[config.mk]
export PLATFORM = sky130hd
export DESIGN_NAME = rsrh_server
export DESIGN_NICKNAME = d
export VERILOG_FILES = /design/src/rtl/rsrh_pkg.sv /design/src/rtl/rsrh_server.sv /design/src/rtl/rsrh_fifo.sv
export SDC_FILE = /design/constraint.sdc
export NUM_CORES = 1
export LEC_CHECK = 0
export ABC_AREA = 1
export BUFFER_PORTS_ARGS = -buffer_cell sky130_fd_sc_hd__buf_2
export CORE_ASPECT_RATIO = 1.2
export CORE_UTILIZATION = 45
export DETAILED_ROUTE_END_ITERATION = 12
export SYNTH_ARGS = -nofsm -noshare
export SYNTH_HDL_FRONTEND = slang
export SYNTH_SLANG_ARGS = --single-unit
export TNS_END_PERCENT = 10
[constraint.sdc]
create_clock -name mclk -period 6.68 [get_ports mclk]
set_input_delay 0.668 -clock mclk [delete_from_list [all_inputs] [get_ports mclk]]
set_output_delay 0.668 -clock mclk [all_outputs]
set_load 0.005 [all_outputs]
[src/rtl/rsrh_pkg.sv]
// Shared constants and the frame check function of the RTU request handler
package rsrh_pkg;

  // Frame size limits
  localparam logic [8:0] ADU_MAX = 9'h100;   // Whole serial frame, bytes
  localparam logic [8:0] PDU_MAX = 9'h0FD;   // Function code and payload, bytes
  localparam logic [3:0] REQ_LEN = 4'h8;     // Every accepted request is eight bytes
  localparam logic [3:0] CRC_SPAN = 4'h6;    // Bytes covered by the frame check
  localparam logic [6:0] MAX_READ_REGS = 7'h7D; // Register pairs that fit in one reply

  // Request byte positions
  localparam int unsigned POS_ADDR = 0;
  localparam int unsigned POS_FC = 1;
  localparam int unsigned POS_START_HI = 2;
  localparam int unsigned POS_START_LO = 3;
  localparam int unsigned POS_COUNT_HI = 4;
  localparam int unsigned POS_COUNT_LO = 5;
  localparam int unsigned POS_CRC_HI = 6;
  localparam int unsigned POS_CRC_LO = 7;

  // Function codes and exception answers
  localparam logic [7:0] FC_READ_HOLDING = 8'h03;
  localparam logic [7:0] FC_READ_INPUT = 8'h04;
  localparam logic [7:0] FC_PRESET_SINGLE = 8'h06;
  localparam logic [7:0] EXC_FLAG = 8'h80;
  localparam logic [7:0] EXC_ILLEGAL_FUNCTION = 8'h01;
  localparam logic [7:0] EXC_ILLEGAL_VALUE = 8'h03;

  // Meter registers served from the flow input
  localparam logic [15:0] REG_FLOW_LOW = 16'h0000;
  localparam logic [15:0] REG_FLOW_HIGH = 16'h0001;

  // Frame check polynomial, reflected form
  localparam logic [15:0] CRC_INIT = 16'hFFFF;
  localparam logic [15:0] CRC_POLY = 16'hA001;

  // Response buffer shape
  localparam int unsigned FIFO_WIDTH = 8;
  localparam int unsigned FIFO_DEPTH = 16;

  typedef enum logic [3:0] {
    S_IDLE, S_ADDR, S_FC, S_EXC, S_ECHO, S_BCNT, S_RD_REQ, S_RD_LATCH,
    S_RD_HI, S_RD_LO, S_CRC_HI, S_CRC_LO
  } rsrh_state_e;

  // Folds one byte into the running frame check
  function automatic logic [15:0] crc_step(input logic [15:0] crc, input logic [7:0] data);
    logic [15:0] c;
    c = crc ^ {8'h00, data};
    for (int i = 0; i < 8; i++) begin
      c = c[0] ? ((c >> 1) ^ CRC_POLY) : (c >> 1);
    end
    return c;
  endfunction : crc_step

endpackage : rsrh_pkg

[src/rtl/rsrh_server.sv]
// Request decoder and reply builder of the RTU server front end
// How it works
// - One reply per accepted request; new requests are ignored while replying.
// - Frames longer than 256 bytes are marked oversize and dropped.
// - Reply payload kept within 253 bytes; reads over 125 registers refused.
// - Read reply sent as address, function, byte count, register pairs, check.
// - Each field is one byte; 16-bit values travel as two bytes.
// - Only read holding, read input and preset single are served.
// - Holding read returns meter variables and echoes the function code.
// - Holding register zero is flow low half, register one flow high half.
`timescale 1ns/100ps
`default_nettype none
module rsrh_server (
  input wire logic mclk,
  input wire logic reset_n,
  input wire logic [7:0] server_addr,
  input wire logic [7:0] rx_data,
  input wire logic rx_valid,
  input wire logic rx_end,
  output logic [7:0] tx_data,
  output logic tx_valid,
  input wire logic tx_ready,
  input wire logic [31:0] mass_flow,
  output logic [15:0] var_addr,
  output logic var_input_space,
  input wire logic [15:0] var_rdata,
  output logic wr_valid,
  output logic [15:0] wr_addr,
  output logic [15:0] wr_data,
  output logic busy,
  output logic frame_dropped
);

  // Receive side state
  logic [7:0] rx_buf_q [rsrh_pkg::REQ_LEN];
  logic [8:0] rx_cnt_q;
  logic rx_oversize_q;
  logic [15:0] rx_crc_q;

  // Reply side state
  rsrh_pkg::rsrh_state_e state_q;
  logic [7:0] fc_q;
  logic [7:0] resp_fc_q;
  logic [7:0] exc_code_q;
  logic is_write_q;
  logic [15:0] start_q;
  logic [15:0] value_q;
  logic [15:0] cur_reg_q;
  logic [6:0] remain_q;
  logic [1:0] echo_idx_q;
  logic [15:0] word_q;
  logic [15:0] tx_crc_q;
  logic [15:0] var_addr_q;
  logic var_input_space_q;
  logic wr_valid_q;
  logic [15:0] wr_addr_q;
  logic [15:0] wr_data_q;
  logic busy_q;
  logic frame_dropped_q;
  logic [7:0] tx_data_q;
  logic tx_valid_q;

  // Buffer ports
  logic fifo_in_ready;
  logic fifo_out_valid;
  logic [7:0] fifo_out_data;
  logic fifo_out_ready;

  // Request field decode
  wire [7:0] req_fc = rx_buf_q[rsrh_pkg::POS_FC];
  wire [15:0] req_start = {rx_buf_q[rsrh_pkg::POS_START_HI], rx_buf_q[rsrh_pkg::POS_START_LO]};
  wire [15:0] req_count = {rx_buf_q[rsrh_pkg::POS_COUNT_HI], rx_buf_q[rsrh_pkg::POS_COUNT_LO]};
  wire [15:0] req_crc = {rx_buf_q[rsrh_pkg::POS_CRC_HI], rx_buf_q[rsrh_pkg::POS_CRC_LO]};
  wire len_ok = (rx_cnt_q == {5'h00, rsrh_pkg::REQ_LEN}) && !rx_oversize_q;
  wire addr_ok = (rx_buf_q[rsrh_pkg::POS_ADDR] == server_addr);
  wire crc_ok = (rx_crc_q == req_crc);
  wire frame_ok = len_ok && addr_ok && crc_ok;
  wire take_frame = rx_end && (state_q == rsrh_pkg::S_IDLE);
  wire fc_read = (req_fc == rsrh_pkg::FC_READ_HOLDING) || (req_fc == rsrh_pkg::FC_READ_INPUT);
  wire fc_write = (req_fc == rsrh_pkg::FC_PRESET_SINGLE);
  wire count_bad = (req_count == 16'h0000) || (req_count > {9'h000, rsrh_pkg::MAX_READ_REGS});
  wire [8:0] pdu_len = 9'h002 + {1'b0, req_count[6:0], 1'b0};

  // Register word selection: flow halves come from the meter input
  wire holding = (fc_q == rsrh_pkg::FC_READ_HOLDING);
  wire sel_flow_lo = holding && (cur_reg_q == rsrh_pkg::REG_FLOW_LOW);
  wire sel_flow_hi = holding && (cur_reg_q == rsrh_pkg::REG_FLOW_HIGH);
  wire [15:0] read_word = sel_flow_lo ? mass_flow[15:0] :
                          sel_flow_hi ? mass_flow[31:16] : var_rdata;

  // Byte offered to the reply buffer in each state
  logic emit_valid;
  logic [7:0] emit_byte;
  always_comb begin
    emit_valid = 1'b1;
    emit_byte = 8'h00;
    case (state_q)
      rsrh_pkg::S_ADDR: emit_byte = server_addr;
      rsrh_pkg::S_FC: emit_byte = resp_fc_q;
      rsrh_pkg::S_EXC: emit_byte = exc_code_q;
      rsrh_pkg::S_ECHO: begin
        case (echo_idx_q)
          2'h0: emit_byte = start_q[15:8];
          2'h1: emit_byte = start_q[7:0];
          2'h2: emit_byte = value_q[15:8];
          default: emit_byte = value_q[7:0];
        endcase
      end
      rsrh_pkg::S_BCNT: emit_byte = {remain_q, 1'b0};
      rsrh_pkg::S_RD_HI: emit_byte = word_q[15:8];
      rsrh_pkg::S_RD_LO: emit_byte = word_q[7:0];
      rsrh_pkg::S_CRC_HI: emit_byte = tx_crc_q[15:8];
      rsrh_pkg::S_CRC_LO: emit_byte = tx_crc_q[7:0];
      default: emit_valid = 1'b0;
    endcase
  end
  wire emit_go = emit_valid && fifo_in_ready;

  // Request collection: bytes, length and running check
  always_ff @(posedge mclk or negedge reset_n) begin
    if (!reset_n) begin
      for (int i = 0; i < int'(rsrh_pkg::REQ_LEN); i++) begin
        rx_buf_q[i] <= 8'h00;
      end
      rx_cnt_q <= 9'h000;
      rx_oversize_q <= 1'b0;
      rx_crc_q <= rsrh_pkg::CRC_INIT;
    end else if (rx_end) begin
      rx_cnt_q <= 9'h000;
      rx_oversize_q <= 1'b0;
      rx_crc_q <= rsrh_pkg::CRC_INIT;
    end else if (rx_valid) begin
      if (rx_cnt_q < {5'h00, rsrh_pkg::REQ_LEN}) begin
        rx_buf_q[rx_cnt_q[2:0]] <= rx_data;
      end
      if (rx_cnt_q < {5'h00, rsrh_pkg::CRC_SPAN}) begin
        rx_crc_q <= rsrh_pkg::crc_step(rx_crc_q, rx_data);
      end
      if (rx_cnt_q == rsrh_pkg::ADU_MAX) begin
        rx_oversize_q <= 1'b1;
      end else begin
        rx_cnt_q <= rx_cnt_q + 9'h001;
      end
    end
  end

  // Reply sequencer
  always_ff @(posedge mclk or negedge reset_n) begin
    if (!reset_n) begin
      state_q <= rsrh_pkg::S_IDLE;
      fc_q <= 8'h00;
      resp_fc_q <= 8'h00;
      exc_code_q <= 8'h00;
      is_write_q <= 1'b0;
      start_q <= 16'h0000;
      value_q <= 16'h0000;
      cur_reg_q <= 16'h0000;
      remain_q <= 7'h00;
      echo_idx_q <= 2'h0;
      word_q <= 16'h0000;
    end else begin
      case (state_q)
        rsrh_pkg::S_IDLE: begin
          if (take_frame && frame_ok) begin
            fc_q <= req_fc;
            start_q <= req_start;
            value_q <= req_count;
            cur_reg_q <= req_start;
            remain_q <= req_count[6:0];
            echo_idx_q <= 2'h0;
            is_write_q <= fc_write;
            state_q <= rsrh_pkg::S_ADDR;
            if (!(fc_read || fc_write)) begin
              resp_fc_q <= req_fc | rsrh_pkg::EXC_FLAG;
              exc_code_q <= rsrh_pkg::EXC_ILLEGAL_FUNCTION;
            end else if (fc_read && (count_bad || pdu_len > rsrh_pkg::PDU_MAX)) begin
              resp_fc_q <= req_fc | rsrh_pkg::EXC_FLAG;
              exc_code_q <= rsrh_pkg::EXC_ILLEGAL_VALUE;
            end else begin
              resp_fc_q <= req_fc;
              exc_code_q <= 8'h00;
            end
          end
        end
        rsrh_pkg::S_ADDR: if (emit_go) begin
          state_q <= rsrh_pkg::S_FC;
        end
        rsrh_pkg::S_FC: if (emit_go) begin
          if (resp_fc_q[7]) begin
            state_q <= rsrh_pkg::S_EXC;
          end else if (is_write_q) begin
            state_q <= rsrh_pkg::S_ECHO;
          end else begin
            state_q <= rsrh_pkg::S_BCNT;
          end
        end
        rsrh_pkg::S_EXC: if (emit_go) begin
          state_q <= rsrh_pkg::S_CRC_HI;
        end
        rsrh_pkg::S_ECHO: if (emit_go) begin
          echo_idx_q <= echo_idx_q + 2'h1;
          if (echo_idx_q == 2'h3) begin
            state_q <= rsrh_pkg::S_CRC_HI;
          end
        end
        rsrh_pkg::S_BCNT: if (emit_go) begin
          state_q <= rsrh_pkg::S_RD_REQ;
        end
        rsrh_pkg::S_RD_REQ: state_q <= rsrh_pkg::S_RD_LATCH;
        rsrh_pkg::S_RD_LATCH: begin
          word_q <= read_word;
          state_q <= rsrh_pkg::S_RD_HI;
        end
        rsrh_pkg::S_RD_HI: if (emit_go) begin
          state_q <= rsrh_pkg::S_RD_LO;
        end
        rsrh_pkg::S_RD_LO: if (emit_go) begin
          cur_reg_q <= cur_reg_q + 16'h0001;
          remain_q <= remain_q - 7'h01;
          state_q <= (remain_q == 7'h01) ? rsrh_pkg::S_CRC_HI : rsrh_pkg::S_RD_REQ;
        end
        rsrh_pkg::S_CRC_HI: if (emit_go) begin
          state_q <= rsrh_pkg::S_CRC_LO;
        end
        rsrh_pkg::S_CRC_LO: if (emit_go) begin
          state_q <= rsrh_pkg::S_IDLE;
        end
        default: state_q <= rsrh_pkg::S_IDLE;
      endcase
    end
  end

  // Reply check, variable port, write strobe and status flags
  always_ff @(posedge mclk or negedge reset_n) begin
    if (!reset_n) begin
      tx_crc_q <= rsrh_pkg::CRC_INIT;
      var_addr_q <= 16'h0000;
      var_input_space_q <= 1'b0;
      wr_valid_q <= 1'b0;
      wr_addr_q <= 16'h0000;
      wr_data_q <= 16'h0000;
      busy_q <= 1'b0;
      frame_dropped_q <= 1'b0;
    end else begin
      wr_valid_q <= 1'b0;
      frame_dropped_q <= take_frame && !frame_ok;
      busy_q <= (state_q != rsrh_pkg::S_IDLE);
      if (state_q == rsrh_pkg::S_IDLE) begin
        tx_crc_q <= rsrh_pkg::CRC_INIT;
      end else if (emit_go && state_q != rsrh_pkg::S_CRC_HI && state_q != rsrh_pkg::S_CRC_LO) begin
        tx_crc_q <= rsrh_pkg::crc_step(tx_crc_q, emit_byte);
      end
      if (state_q == rsrh_pkg::S_RD_REQ) begin
        var_addr_q <= cur_reg_q;
        var_input_space_q <= (fc_q == rsrh_pkg::FC_READ_INPUT);
      end
      if (take_frame && frame_ok && fc_write) begin
        wr_valid_q <= 1'b1;
        wr_addr_q <= req_start;
        wr_data_q <= req_count;
      end
    end
  end

  // Output stage so the link sees flip-flop outputs
  assign fifo_out_ready = !tx_valid_q || tx_ready;
  always_ff @(posedge mclk or negedge reset_n) begin
    if (!reset_n) begin
      tx_data_q <= 8'h00;
      tx_valid_q <= 1'b0;
    end else if (fifo_out_ready) begin
      tx_valid_q <= fifo_out_valid;
      if (fifo_out_valid) begin
        tx_data_q <= fifo_out_data;
      end
    end
  end

  // Reply buffer between sequencer and link
  rsrh_fifo #(
    .WIDTH(rsrh_pkg::FIFO_WIDTH),
    .DEPTH(rsrh_pkg::FIFO_DEPTH)
  ) u_fifo (
    .mclk(mclk),
    .reset_n(reset_n),
    .in_valid(emit_valid),
    .in_ready(fifo_in_ready),
    .in_data(emit_byte),
    .out_valid(fifo_out_valid),
    .out_ready(fifo_out_ready),
    .out_data(fifo_out_data)
  );

  assign tx_data = tx_data_q;
  assign tx_valid = tx_valid_q;
  assign var_addr = var_addr_q;
  assign var_input_space = var_input_space_q;
  assign wr_valid = wr_valid_q;
  assign wr_addr = wr_addr_q;
  assign wr_data = wr_data_q;
  assign busy = busy_q;
  assign frame_dropped = frame_dropped_q;

endmodule : rsrh_server
`default_nettype wire

[src/rtl/rsrh_fifo.sv]
// Byte FIFO with valid and ready on both sides for the reply stream
`timescale 1ns/100ps
`default_nettype none
module rsrh_fifo #(
  parameter int unsigned WIDTH = 8,
  parameter int unsigned DEPTH = 16
) (
  input wire logic mclk,
  input wire logic reset_n,
  input wire logic in_valid,
  output logic in_ready,
  input wire logic [WIDTH-1:0] in_data,
  output logic out_valid,
  input wire logic out_ready,
  output logic [WIDTH-1:0] out_data
);
  localparam int unsigned AW = $clog2(DEPTH);

  logic [WIDTH-1:0] mem [DEPTH];
  logic [AW-1:0] wr_ptr_q;
  logic [AW-1:0] rd_ptr_q;
  logic [AW:0] count_q;
  wire push;
  wire pop;

  // Full and empty come from the fill count, which is one bit wider than a pointer
  assign in_ready = (count_q != (AW+1)'(DEPTH));
  assign out_valid = (count_q != '0);
  assign out_data = mem[rd_ptr_q];
  assign push = in_valid & in_ready;
  assign pop = out_valid & out_ready;

  // Storage write
  always_ff @(posedge mclk) begin
    if (push) begin
      mem[wr_ptr_q] <= in_data;
    end
  end

  // Pointers and fill count
  always_ff @(posedge mclk or negedge reset_n) begin
    if (!reset_n) begin
      wr_ptr_q <= '0;
      rd_ptr_q <= '0;
      count_q <= '0;
    end else begin
      if (push) begin
        wr_ptr_q <= (wr_ptr_q == AW'(DEPTH - 1)) ? '0 : wr_ptr_q + 1'b1;
      end
      if (pop) begin
        rd_ptr_q <= (rd_ptr_q == AW'(DEPTH - 1)) ? '0 : rd_ptr_q + 1'b1;
      end
      if (push && !pop) begin
        count_q <= count_q + 1'b1;
      end else if (pop && !push) begin
        count_q <= count_q - 1'b1;
      end
    end
  end
endmodule : rsrh_fifo
`default_nettype wire

==> summary.md <==
| Metric | Value |
|---|---|
| Status | `completed` |
| Max clock buf depth | `3` |
| Fin area | `~0.021 sq mm` |
| Total grt overflow | `0` |
| Die Y | `223 um` |
| Via density per instance | `around 5.4` |
| Top reg by flops | `u_fifo.mem` |
| Mapped Area | `between 0.015 and 0.02 sq mm` |
| DRC errors left | `0` |
| Flops & latches, synth | `roughly 400` |
| Initial antenna violation count | `2` |
| Nature of the critical path startpoint | `register` |
| Final ANT Viol Nets | `0` |
| Core area | `between 0.03 and 0.04 sq mm` |
| IO buf count | `approximately 130` |
| # Max-Cap Violations | `0` |
| Worst Path Required | `~7.1 ns` |
| Number of global-route vias before repair | `13878` |
| Cells after Synth | `roughly 2000` |
| RSZ-0062 raised after global routing | `no` |
| Worst rel slew slack | `0.268` |
| Syn_nets | `2071` |
| Dpl hpwl | `~33000 um` |
| Clk_lat worst skew | `approximately 0.55 ns` |
| Leakage power total | `~9.1 nW` |
| Worst min path class | `input pin to asynchronous set/reset pin` |
| Final Hold Fails | `0` |
| Largest register FFs | `roughly 130` |
| Largest net degree at the start of global routing | `151` |
| # resized after CTS | `0` |
| Most used DFF post-synth | `dfrtp_1` |
| # H-tree levels | `2` |
| Yosys Warn Count | `0` |
| Worst R2R Setup Slack | `just under 3 ns` |
| Die area | `between 0.04 and 0.05 sq mm` |
| Final worst path period share | `0.557` |
| GRT Util Overall | `0.234` |
| Clk_skew | `0.0189 ns` |
| Final setup fails | `0` |
| Gp weighted congestion | `between 0.9 and 1` |
| Row Count | `80` |
| Layout area overhead | `14.5%` |
| CP arrival | `4.18 ns` |
| Sequential share of the synthesized area | `0.581` |
| CTS tree | `done` |
| CP max FO | `13` |
| Post-CTS Setup Bufs | `0` |
| WL/cell | `17.9 um` |
| Max Slew Vio Count | `0` |
| Area post-placement | `around 0.019 sq mm` |
| Root Buffer | `clkbuf_16` |
| Die width | `about 190 um` |
| Hold-fix buffers at CTS | `0` |
| Setup Total Neg Slack | `0 ns` |
| Cell variety after synth | `between 40 and 50` |
| First-pass GRT wire length | `~75000 um` |
| WS Path Type | `register to register` |
| Pwr Total | `a little under 6 mW` |
| Layout cell share with drive strength beyond 1 | `0.132` |
| Total CTS buffers | `42` |
| Vias | `around 14000` |
| Hold WS | `0.168 ns` |
| Max VDD drop | `0.000192 V` |
| Routed WL | `47400 um` |
| Minimum clock period | `approximately 3.7 ns` |
| Iteration-0 DRC Markers | `about 1000` |
| Io pins | `130` |
| Starting Density | `0.458` |
| Most frequent cells in the layout | `nand2_1 (435), o21ai_0 (276), dfrtp_1 (237)` |
| Sink Count | `slightly below 400` |
| Synth async-reset ratio | `0.678` |
| Drt first pass iters | `5` |
| Max frequency | `~270 MHz` |
| Pwr/cell area | `between 200 and 300 mW/mm^2` |
| Synthesized area per cell | `between 9 and 10 sq um` |
| Most common cell after layout, fill and taps aside | `nand2_1` |
| Clk pin slew, worst setup/hold paths | `0.06 ns` |
| Number of synthesized flops with an enable pin | `roughly 130` |
| Actual slew at the worst max-slew pin | `about 1.1 ns` |
| Layout net count | `2170` |
| Kind of end point of the critical path | `register` |
final cells by class:
class / instances / area [sq um]
sequential: 397 / 10600
multi-input combinational: 1333 / 6690
clock buffer: 58 / 1200
tap: 533 / 667
antenna: 2 / 5.00
inverter: 169 / 634
fill: 3748 / 18900
timing repair buffer: 137 / 728
clock inverter: 19 / 365
metrics by stage:
| step | worst slack (ns) | util | cells |
|---|---|---|---|
| finish | 2.96 | 0.525 | 2648 |
| global route | 2.69 | 0.525 | 2648 |
| CTS | 3.01 | 0.525 | 2646 |
| detailed placement | 3.02 | 0.485 | 2569 |
| global placement | 3.12 | 0.485 | 2569 |
| floorplan | 4.00 | - | 1981 |
where the power goes:
| part | total [mW] | leakage, nW | switching [mW] | internal [mW] |
|---|---|---|---|---|
| combinational | 0.545 | 4.09 | 0.359 | 0.186 |
| sequential | 2.80 | 4.25 | 0.131 | 2.66 |
| clock | 2.63 | 0.764 | 0.978 | 1.65 |
| total | 5.97 | 9.11 | 1.47 | 4.50 |
cells by family (layout without fill, tap and decap cells):
logic type,Yosys count,count (layout),synth area share
other,0,2,0
XOR/XNOR,49,49,0.0243
AND/OR/NAND/NOR,805,805,0.185
AO/OA/AOI/OAI,458,458,0.141
adder cells (fa/ha/maj),21,21,0.0148
flip-flops,397,397,0.581
buffers and inverters,251,383,0.0528
cells in the mapped netlist, drive strengths merged, types with 2 or more instances:
cell type / n / area share
nor3: 19 / 0.0052
dfrtp: 237 / 0.32
inv: 165 / 0.034
nand3: 102 / 0.030
ha: 20 / 0.014
dfstp: 32 / 0.046
o22ai: 28 / 0.0096
a21o: 2 / 0.00082
nor3b: 2 / 0.00082
nand4: 24 / 0.0082
a32oi: 2 / 0.00096
nor4: 15 / 0.0051
nor2: 197 / 0.043
xor2: 33 / 0.016
a22o: 3 / 0.0014
a21oi: 44 / 0.012
a31oi: 20 / 0.0069
o31ai: 2 / 0.00082
a22oi: 15 / 0.0062
nand2: 440 / 0.091
o211ai: 35 / 0.014
o21ai: 287 / 0.079
xnor2: 15 / 0.0072
edfxtp: 128 / 0.21
clkbuf: 71 / 0.015
o221ai: 12 / 0.0058
a211oi: 2 / 0.00082
buf: 11 / 0.0035
or2: 4 / 0.0014
clkinv: 4 / 0.00082
critical path, stage by stage, from the launching register on:
cell	delay (ns)
dfrtp_1	0.57
nor2_4	0.13
inv_2	0.08
nor2_2	0.09
inv_2	0.10
nand2_1	0.13
a21oi_1	0.65
inv_2	0.18
a21oi_1	0.89
nor2_2	0.28
inv_1	0.27
nor2_1	0.07
a31oi_1	0.17
routing by layer:
layer | up-vias | wire length (um) | GRT usage
met5 | - | 0 | 0
met3 | 95 | 1820 | 0.0272
met2 | 319 | 23600 | 0.395
met4 | 0 | 1750 | 0.0968
li1 | 6938 | - | -
met1 | 6939 | 20200 | 0.302
final timing paths:
kind	end	cells after the start	start
max	tx_crc_q[14]	12	state_q[1]
min	tx_data[6]	1	reset_n
max reg2reg	tx_crc_q[14]	12	state_q[1]
min reg2reg	rx_cnt_q[7]	1	rx_cnt_q[7]
max in group asynchronous	word_q[13]	2	reset_n
min in group mclk	word_q[5]	3	mass_flow[5]
No activity file was read; power rests on OpenSTA's default activity.
